File: src/hw/fwsr_defines.vh
/*
 * Constants for the flash write-status host controller.
 * Assumes a 100 MHz clock and a parallel NOR flash status interface.
 */
`ifndef FWSR_DEFINES_VH
`define FWSR_DEFINES_VH

// Status bit positions in the data byte
`define FWSR_BIT_POLL       7
`define FWSR_BIT_TOGGLE1    6
`define FWSR_BIT_TIMING     5
`define FWSR_BIT_WINDOW     3
`define FWSR_BIT_TOGGLE2    2
`define FWSR_POLL_BIT       7

// Command cycles
`define FWSR_ADDR_UNLOCK1   12'h555
`define FWSR_ADDR_UNLOCK2   12'h2AA
`define FWSR_DATA_UNLOCK1   8'hAA
`define FWSR_DATA_UNLOCK2   8'h55
`define FWSR_DATA_ERASE     8'h80
`define FWSR_DATA_SECTOR    8'h30
`define FWSR_DATA_RESET     8'hF0

// Bus timing, ns and cycles at 10 ns
`define FWSR_CLK_NS         10
`define FWSR_TRC_NS         90
`define FWSR_TRC_CYC        ((`FWSR_TRC_NS + `FWSR_CLK_NS - 1) / `FWSR_CLK_NS)
`define FWSR_TWP_NS         45
`define FWSR_TWP_CYC        ((`FWSR_TWP_NS + `FWSR_CLK_NS - 1) / `FWSR_CLK_NS)
// Additional sector commands must come under this spacing
`define FWSR_WIN_US         50
`define FWSR_WIN_CYC        ((`FWSR_WIN_US * 1000) / `FWSR_CLK_NS)

`endif

File: src/hw/fwsr_bus_cycle.v
/*
 * One asynchronous flash bus cycle, read or write, with strobe widths
 * stretched to a fixed number of clocks.
 * Assumes the flash data bus is two-way and sampled synchronously.
 */
`timescale 1ns/100ps
`include "fwsr_defines.vh"

module fwsr_bus_cycle #(
	parameter AW  = 12,
	parameter CYC = `FWSR_TRC_CYC
) (
	// Clock and reset
	input  wire          clk_i,
	input  wire          rst_n_i,
	// Request
	input  wire          start_i,
	input  wire          write_i,
	input  wire [AW-1:0] addr_i,
	input  wire [7:0]    wdata_i,
	output reg           done_o,
	output reg  [7:0]    rdata_o,
	// Flash pins
	output reg  [AW-1:0] fl_addr_o,
	output reg           fl_ce_n_o,
	output reg           fl_oe_n_o,
	output reg           fl_we_n_o,
	input  wire [7:0]    fl_dq_i,
	output reg  [7:0]    fl_dq_o,
	output reg           fl_dq_oe_o
);
	reg [7:0] cnt_ff;
	reg       busy_ff;

	always @(posedge clk_i or negedge rst_n_i) begin
		if (!rst_n_i) begin
			cnt_ff     <= 8'h00;
			busy_ff    <= 1'b0;
			done_o     <= 1'b0;
			rdata_o    <= 8'h00;
			fl_addr_o  <= {AW{1'b0}};
			fl_ce_n_o  <= 1'b1;
			fl_oe_n_o  <= 1'b1;
			fl_we_n_o  <= 1'b1;
			fl_dq_o    <= 8'h00;
			fl_dq_oe_o <= 1'b0;
		end else begin
			done_o <= 1'b0;
			if (!busy_ff && start_i) begin
				busy_ff    <= 1'b1;
				cnt_ff     <= CYC[7:0];
				fl_addr_o  <= addr_i;
				fl_ce_n_o  <= 1'b0;
				fl_oe_n_o  <= write_i;
				fl_we_n_o  <= !write_i;
				fl_dq_o    <= wdata_i;
				fl_dq_oe_o <= write_i;
			end else if (busy_ff) begin
				if (cnt_ff == 8'h01) begin
					busy_ff    <= 1'b0;
					done_o     <= 1'b1;
					rdata_o    <= fl_dq_i;
					fl_ce_n_o  <= 1'b1;
					fl_oe_n_o  <= 1'b1;
					fl_we_n_o  <= 1'b1;
					fl_dq_oe_o <= 1'b0;
				end else begin
					cnt_ff <= cnt_ff - 8'h01;
				end
			end
		end
	end
endmodule

File: src/hw/fwsr_host.v
/*
 * Host controller that erases sectors, and appends added sectors, on a parallel
 * NOR flash and tracks completion through the status bits.
 * Assumes the flash keeps its own status rules; inputs are synchronous.
 */
`timescale 1ns/100ps
`include "fwsr_defines.vh"

module fwsr_host #(
	parameter AW      = 12,
	parameter WIN_CYC = `FWSR_WIN_CYC
) (
	// Clock and reset
	input  wire          clk_i,
	input  wire          rst_n_i,
	// User orders
	input  wire          erase_i,
	input  wire [AW-1:0] sector_i,
	input  wire          more_i,
	output reg           busy_o,
	output reg           done_o,
	output reg           fail_o,
	output reg           rejected_o,
	// Flash pins
	output wire [AW-1:0] fl_addr_o,
	output wire          fl_ce_n_o,
	output wire          fl_oe_n_o,
	output wire          fl_we_n_o,
	input  wire [7:0]    fl_dq_i,
	output wire [7:0]    fl_dq_o,
	output wire          fl_dq_oe_o,
	input  wire          fl_ready_i
);
	localparam [7:0] S_IDLE = 8'h01;
	localparam [7:0] S_CMD  = 8'h02;
	localparam [7:0] S_RD1  = 8'h04;
	localparam [7:0] S_RD2  = 8'h08;
	localparam [7:0] S_WCHK = 8'h10;
	localparam [7:0] S_RCHK = 8'h20;
	localparam [7:0] S_RST  = 8'h40;
	localparam [7:0] S_WAIT = 8'h80;

	reg [7:0]    state_ff;
	reg [2:0]    step_ff;
	reg [2:0]    last_ff;
	reg          go_ff;
	reg          wr_ff;
	reg [AW-1:0] a_ff;
	reg [7:0]    d_ff;
	reg [AW-1:0] sec_ff;
	reg          first_ff;
	reg          recheck_ff;
	reg          prewin_ff;
	reg          pend_ff;
	reg [AW-1:0] pend_sec_ff;
	reg [15:0]   gap_ff;
	wire         cyc_done;
	wire [7:0]   rd;

	// Command cycle table: six writes for erase, one for reset
	function [AW+7:0] cmd_word;
		input [2:0]    idx;
		input [AW-1:0] sec;
		begin
			case (idx)
			3'd0:    cmd_word = {`FWSR_ADDR_UNLOCK1, `FWSR_DATA_UNLOCK1};
			3'd1:    cmd_word = {`FWSR_ADDR_UNLOCK2, `FWSR_DATA_UNLOCK2};
			3'd2:    cmd_word = {`FWSR_ADDR_UNLOCK1, `FWSR_DATA_ERASE};
			3'd3:    cmd_word = {`FWSR_ADDR_UNLOCK1, `FWSR_DATA_UNLOCK1};
			3'd4:    cmd_word = {`FWSR_ADDR_UNLOCK2, `FWSR_DATA_UNLOCK2};
			3'd5:    cmd_word = {sec, `FWSR_DATA_SECTOR};
			default: cmd_word = {sec, `FWSR_DATA_RESET};
			endcase
		end
	endfunction

	fwsr_bus_cycle #(.AW(AW)) u_cyc (
		.clk_i      (clk_i),
		.rst_n_i    (rst_n_i),
		.start_i    (go_ff),
		.write_i    (wr_ff),
		.addr_i     (a_ff),
		.wdata_i    (d_ff),
		.done_o     (cyc_done),
		.rdata_o    (rd),
		.fl_addr_o  (fl_addr_o),
		.fl_ce_n_o  (fl_ce_n_o),
		.fl_oe_n_o  (fl_oe_n_o),
		.fl_we_n_o  (fl_we_n_o),
		.fl_dq_i    (fl_dq_i),
		.fl_dq_o    (fl_dq_o),
		.fl_dq_oe_o (fl_dq_oe_o)
	);

	////////////////////////////////////////////////////////////////////////
	always @(posedge clk_i or negedge rst_n_i) begin
		if (!rst_n_i) begin
			state_ff    <= S_IDLE;
			step_ff     <= 3'd0;
			last_ff     <= 3'd0;
			go_ff       <= 1'b0;
			wr_ff       <= 1'b0;
			a_ff        <= {AW{1'b0}};
			d_ff        <= 8'h00;
			sec_ff      <= {AW{1'b0}};
			first_ff    <= 1'b0;
			recheck_ff  <= 1'b0;
			prewin_ff   <= 1'b0;
			pend_ff     <= 1'b0;
			pend_sec_ff <= {AW{1'b0}};
			gap_ff      <= 16'h0000;
			busy_o      <= 1'b0;
			done_o      <= 1'b0;
			fail_o      <= 1'b0;
			rejected_o  <= 1'b0;
		end else begin
			go_ff      <= 1'b0;
			done_o     <= 1'b0;
			rejected_o <= 1'b0;
			if (gap_ff != 16'h0000)
				gap_ff <= gap_ff - 16'h0001;
			if (more_i && busy_o && !pend_ff) begin
				pend_ff     <= 1'b1;
				pend_sec_ff <= sector_i;
			end
			case (state_ff)
			S_IDLE: begin
				if (erase_i) begin
					busy_o   <= 1'b1;
					fail_o   <= 1'b0;
					sec_ff   <= sector_i;
					step_ff  <= 3'd0;
					last_ff  <= 3'd5;
					{a_ff, d_ff} <= cmd_word(3'd0, sector_i);
					wr_ff    <= 1'b1;
					go_ff    <= 1'b1;
					state_ff <= S_CMD;
				end
			end
			S_CMD: begin
				if (cyc_done) begin
					if (step_ff == last_ff) begin
						// Status reads always at the erased sector
						a_ff     <= sec_ff;
						wr_ff    <= 1'b0;
						go_ff    <= 1'b1;
						gap_ff   <= WIN_CYC[15:0];
						state_ff <= (last_ff == 3'd6) ? S_WAIT : S_RD1;
					end else begin
						step_ff <= step_ff + 3'd1;
						{a_ff, d_ff} <= cmd_word(step_ff + 3'd1, sec_ff);
						go_ff   <= 1'b1;
					end
				end
			end
			S_RD1: begin
				if (cyc_done) begin
					first_ff <= rd[`FWSR_BIT_TOGGLE1];
					go_ff    <= 1'b1;
					state_ff <= S_RD2;
				end
			end
			S_RD2: begin
				if (cyc_done) begin
					if (rd[`FWSR_BIT_TOGGLE1] == first_ff) begin
						recheck_ff <= 1'b0;
						pend_ff    <= 1'b0;
						busy_o     <= 1'b0;
						done_o     <= 1'b1;
						state_ff   <= S_IDLE;
					end else if (recheck_ff) begin
						// Still toggling after the flag rose: failed
						fail_o   <= 1'b1;
						step_ff  <= 3'd6;
						last_ff  <= 3'd6;
						{a_ff, d_ff} <= cmd_word(3'd6, sec_ff);
						wr_ff    <= 1'b1;
						go_ff    <= 1'b1;
						state_ff <= S_CMD;
					end else if (rd[`FWSR_BIT_TIMING]) begin
						recheck_ff <= 1'b1;
						go_ff      <= 1'b1;
						state_ff   <= S_RD1;
					end else if (pend_ff) begin
						// Window read before the added command
						go_ff    <= 1'b1;
						state_ff <= S_WCHK;
					end else begin
						go_ff    <= 1'b1;
						state_ff <= S_RD1;
					end
				end
			end
			S_WCHK: begin
				if (cyc_done) begin
					pend_ff <= 1'b0;
					if (rd[`FWSR_BIT_WINDOW]) begin
						rejected_o <= 1'b1;
						go_ff      <= 1'b1;
						state_ff   <= S_RD1;
					end else begin
						// Window open: append the sector
						prewin_ff <= 1'b0;
						sec_ff    <= pend_sec_ff;
						step_ff   <= 3'd0;
						last_ff   <= 3'd5;
						{a_ff, d_ff} <= cmd_word(3'd0, pend_sec_ff);
						wr_ff     <= 1'b1;
						go_ff     <= 1'b1;
						state_ff  <= S_RCHK;
					end
				end
			end
			S_RCHK: begin
				// Send the added sequence, then read the window again
				if (cyc_done) begin
					if (prewin_ff) begin
						if (rd[`FWSR_BIT_WINDOW] && gap_ff == 16'h0000)
							rejected_o <= 1'b1;
						go_ff    <= 1'b1;
						state_ff <= S_RD1;
					end else if (step_ff == last_ff) begin
						prewin_ff <= 1'b1;
						a_ff      <= sec_ff;
						wr_ff     <= 1'b0;
						go_ff     <= 1'b1;
					end else begin
						step_ff <= step_ff + 3'd1;
						{a_ff, d_ff} <= cmd_word(step_ff + 3'd1, sec_ff);
						go_ff   <= 1'b1;
					end
				end
			end
			S_WAIT: begin
				// Reset read cycle done and device ready again
				// Never leave with a bus cycle still running
				if (cyc_done) begin
					if (fl_ready_i) begin
						busy_o     <= 1'b0;
						done_o     <= 1'b1;
						recheck_ff <= 1'b0;
						pend_ff    <= 1'b0;
						state_ff   <= S_IDLE;
					end else begin
						go_ff <= 1'b1;
					end
				end
			end
			default: state_ff <= S_IDLE;
			endcase
		end
	end
endmodule

File: config.mk
export PLATFORM = sky130hd
export DESIGN_NAME = fwsr_host
export DESIGN_NICKNAME = d
export VERILOG_FILES = /design/src/hw/fwsr_bus_cycle.v /design/src/hw/fwsr_host.v
export VERILOG_INCLUDE_DIRS = /design/src /design/src/hw
export SDC_FILE = /design/constraint.sdc
export NUM_CORES = 1
export LEC_CHECK = 0
export BUFFER_PORTS_ARGS = -buffer_cell sky130_fd_sc_hd__buf_2
export CORE_ASPECT_RATIO = 0.9
export CORE_MARGIN = 2
export CORE_UTILIZATION = 55
export CTS_CLUSTER_SIZE = 8
export DETAILED_ROUTE_END_ITERATION = 8
export PLACE_DENSITY = 0.85
export SLEW_MARGIN = 20
export SYNTH_ARGS = -nofsm -noshare
export SYNTH_HDL_FRONTEND = slang
export SYNTH_HIERARCHICAL = 1
export SYNTH_SLANG_ARGS = --single-unit
File: constraint.sdc
create_clock -name clk_i -period 6.8 [get_ports clk_i]
set_input_delay 0.68 -clock clk_i [delete_from_list [all_inputs] [get_ports clk_i]]
set_output_delay 0.68 -clock clk_i [all_outputs]
set_load 0.02 [all_outputs]
======== Word level (Yosys, flattened, before mapping) ========
Index checks and enable logic that the tools add are counted.
Widths: inputs -> output; s select.
operators by class
  mux-type cells .......................... 134
  eq/ne operators ......................... 32
  bitwise gates (word level) .............. 1
  reductions and logical operators ........ 34
  add/sub/neg operators ................... 3
operators with widths
  operator               count
  $mux 8                 24
  $mux 12                13
  $pmux 20 s4            1
  $mux 16                4
  $pmux 12 s5            1
  $mux 1                 59
  $pmux 8 s7             1
  $pmux 8 s5             1
  $mux 3                 13
  $pmux 12 s2            1
  $mux 5                 4
  $reduce_and 10->1      2
  $ne 2x2->1 const B     9
  $eq 8x1->1 const B     2
  $logic_not 16->1       1
  $reduce_bool 16->1     1
  $sub 16x1->16 const B  1
  $pmux 3 s5             1
  $ne 2x1->1 const B     7
  $reduce_and 4->1       3
  $reduce_bool 2->1      6
  $pmux 1 s2             5
  $eq 3x3->1 const B     3
  $pmux 3 s3             1
  29 further kinds       40
storage, ports and cells
  word-level logic and storage cells ...... 232
  output and inout port bits .............. 28
  register bits ........................... 125

======== Longest topological paths before layout ========
  word-level depth ........................ 8
  depth in mapped cells ................... 9
  mapped depth without buffers ............ 7

======== Cells and area by module ========
Netlist, hierarchy kept.
by module, submodules not included
  module          area each (sq um)  sequential area each (sq um)  instances  cells each
  fwsr_host       4,331.7            2,028.2                       1          424
  fwsr_bus_cycle  1,760.4            1,054.8                       1          130

======== Worst setup path before layout ========
OpenSTA, ideal clock, no wires.
  kind .................................... reg2reg
  start point ............................. register gap_ff[0]
  end point ............................... register gap_ff[5]
  path buffers ............................ 2
  setup time .............................. 0.132 ns
  stages on the path, launching flop included .. 10
  arrival time ............................ 2.204 ns
  path slack .............................. 4.465 ns
  path through ............................ dfrtp_1 inv_1 ha_1 or4b_2 or4_4 buf_6 buf_8 nand3b_1 xor2_1 nor2_1
on the way
  longest elaborated chain between the ends .. 5
RTL lines
  what                                                        RTL line                          RTL
  start: declaration                                          fwsr_host.v:56                    reg [15:0] gap_ff;
  start signal: assignment                                    fwsr_host.v:121                   gap_ff <= gap_ff - 16'h0001;
  start signal: assignment                                    fwsr_host.v:147                   gap_ff <= WIN_CYC[15:0];
  $sub 16x1->16 / $reduce_bool 16->1 (equally long branches)  fwsr_host.v:121, fwsr_host.v:120
  $mux 16 (*)                                                 fwsr_host.v:120                   if (gap_ff != 16'h0000)
  $mux 16                                                     fwsr_host.v:142                   if (step_ff == last_ff) begin
  $mux 16                                                     fwsr_host.v:141                   if (cyc_done) begin
  $mux 16 (*)                                                 fwsr_host.v:126                   case (state_ff)
Every way passes the cells marked *; elsewhere a longest branch is shown, timed or not.
A chain may end at the register's enable or synchronous reset.

======== Final worst setup path ========
  start point ............................. register state_ff[2]
  end point ............................... register a_ff[7]
on the way
  longest elaborated chain between the ends .. 3
RTL lines
  what                                                       RTL line         RTL
  start: declaration                                         fwsr_host.v:43   reg [7:0] state_ff;
  start signal: assignment                                   fwsr_host.v:148  state_ff <= (last_ff == 3'd6) ? S_WAIT : S_RD1;
  $eq 8x6->1, or another cell as far along                   fwsr_host.v:126
  $reduce_bool 5->1 (no line), or another cell as far along  n/a
  $reduce_and 10->1 (no line)                                n/a
  end signal: assignment                                     fwsr_host.v:134  {a_ff, d_ff} <= cmd_word(3'd0, sector_i);
  end signal: assignment                                     fwsr_host.v:151  {a_ff, d_ff} <= cmd_word(step_ff + 3'd1, sec_ff);
  end signal: assignment                                     fwsr_host.v:176  {a_ff, d_ff} <= cmd_word(3'd6, sec_ff);
  end: declaration                                           fwsr_host.v:48   reg [AW-1:0] a_ff;
Parallel ways exist; a longest one is shown, timed or not.

==> metrics.yaml <==
gp_congestion: 0.859
p_sw_w: 0.00126
drc: 0
tns_ps: 0
path_class: "register to register"
vias: 4509
fp.dieW_um: 113
multi_input_area_um2: 2740
regToRegStartpoint: "state_ff[2]"
critPathMaxFanout: 21
clockRootBuffer: "clkbuf_16"
grt_setup_unrepaired: "no"
layoutNonFillerInstCount: 728
critical_path.startpoint: "state_ff[2]"
clk_latency_ps: 410
max_freq_mhz: 316
cp.required_ps: 7050
critPathLaunchType: "register"
p_sw_frac: 0.377
p_leak_nw: 2.91
hold_buffers: 0
slew_headroom: 0.328
pre_cts_ws_ps: 3730
critPathSlowestCell: "or2_1"
min_period_ps: 3160
dp_cells: 696
grt_usage: 0.245
fin_skew_ps: 6.63
outcome: "complete, no violations"
drv_cap: 0
worstMarginPinSlew_ps: 1000
final_net_count: 620
fin_crit_sh: 0.465
cts_setup_buffers: 0
dp_hpwl_um: 8870
min_path_type: "input port to asynchronous set/reset pin"
seq_area_um2: 2960
antenna_found_initial: 0
setup_viol: 0
synth_area_per_cell_um2: 10.9
whs_ps: 266
ys.warnings.count: 6
die_h_um: 102
arrival_ps: 3410
vdd_drop_max_uv: 318
synth_fp_nets: 578
grt_pass1_wl_um: 21900
clk_pin_slew_ps: 50
drtPass1Iterations: 5
io_buffers: 47
start_util: 0.572
pwr-share-clk: 0.265
clk_path_buf_depth: 2
drive_above_1_share: 0.255
grt_pass1_vias: 4468
pwr-share-seq: 0.383
initialDrtViolationCount: 380
syn_to_final_growth_pct: 14.8
rows: 35
synthesis.area_um2: 5910
netlist_instances: 544
slew_violations: 0
intPower_w: 0.00209
finalWirelength_um: 13400
grt_max_degree: 74
filler_cell_count: 757
num_antenna_cells: 0
htreeDepth: 4
wl_per_cell_um: 18.4
crit_chain: "nor3_2 -> nand3_1 -> o21ai_1 -> or2_1 -> a22oi_1"
overflow: 0
via_per_inst: 6.19
cts_inserted_buffers: 17
cts_resized: 0
core_um2: 10300
p_total_w: 0.00335
tritoncts: "yes"
setup_slack_ps: 3640
slowest_delay_ps: 670
die_area_um2: 11600
drtAntennaViolNets: 0
end_kind: "register"
powerDensity_nw_per_um2: 494
cts_sinks: 118
combPwrFrac: 0.351
io_pins: 53
hold_violations: 0
## critical path, delay by kind of cell, from the launching register on
family,cells,cell delay [ps]
compound gates,2,880
flops,1,540
simple gates,3,1580
## power by group through the flow
| stage | Clock [W] | Sequential, W | Combinational (W) |
|---|---|---|---|
| final | 0.000889 | 0.00128 | 0.00118 |
| after global routing | 0.000931 | 0.00132 | 0.00130 |
| after CTS | 0.000899 | 0.00127 | 0.00117 |
| after detailed placement | 0 | 0.00128 | 0.00116 |
| after global placement | 0 | 0.00125 | 0.00109 |
| after floorplan | 0 | 0.00125 | 0.000862 |
## cell type report
type,count,area share
clock buffer,24,0.0740
clock inverter,8,0.0140
inverter,20,0.0111
multi-input combinational,380,0.404
sequential,118,0.436
tap,129,0.0238
timing repair buffer,49,0.0373
## through the flow
step	utilization	area [µm²]
2_1_floorplan	-	5910
3_3_place_gp	0.597	6170
3_5_place_dp	0.598	6180
4_1_cts	0.656	6780
5_1_grt	0.656	6780
6_report	0.656	6780
## metal layers
layer | global-route usage | part of all wire | up-vias
met5 | 0 | 0 | -
met4 | 0.102 | 0.018 | 0
met3 | 0.0587 | 0.053 | 23
met2 | 0.406 | 0.48 | 153
met1 | 0.313 | 0.45 | 2252
li1 | - | - | 2081
## state kept, by name, summed over array words and instances, names as in the netlist, 3 cells and up
| signal | flops |
|---|---|
| u_cyc/fl_addr_o | 12 |
| u_cyc/fl_dq_o | 8 |
| last_ff | 3 |
| d_ff | 6 |
| pend_sec_ff | 12 |
| u_cyc/rdata_o | 3 |
| u_cyc/cnt_ff | 8 |
| sec_ff | 12 |
| a_ff | 12 |
| step_ff | 3 |
| state_ff | 7 |
| gap_ff | 16 |
## worst paths after layout
check	endpoint	slack (ps)	depth (start not counted)
setup reg to reg	a_ff[7]	3640	5
max in group asynchronous	pend_sec_ff[0]	5210	2
min in group clk_i	u_cyc/fl_ce_n_o	490	1
hold reg to reg	u_cyc/fl_ce_n_o	490	1
hold / removal	u_cyc/fl_dq_oe_o	270	1
setup / recovery	a_ff[7]	3640	5
## cell usage in the layout, fill, tap and decap left out, types with 5 or more instances in the layout
cell type / count
nand4_1: 6
dfrtp_1: 114
nand2_1: 26
clkbuf_8: 5
mux2_2: 39
nand3_1: 11
nor3_2: 5
a21oi_2: 7
buf_2: 46
nor4_1: 6
o32a_1: 5
ha_1: 9
o22ai_1: 8
xor2_1: 18
nand2b_1: 5
mux2i_1: 16
xnor2_1: 5
or3_1: 8
o21ai_0: 31
a211oi_1: 5
nor4b_1: 5
a21oi_1: 22
inv_1: 19
a31oi_1: 6
nor3_1: 13
nor2_1: 40
clkbuf_16: 17
Power figures use the tool's default switching activity.
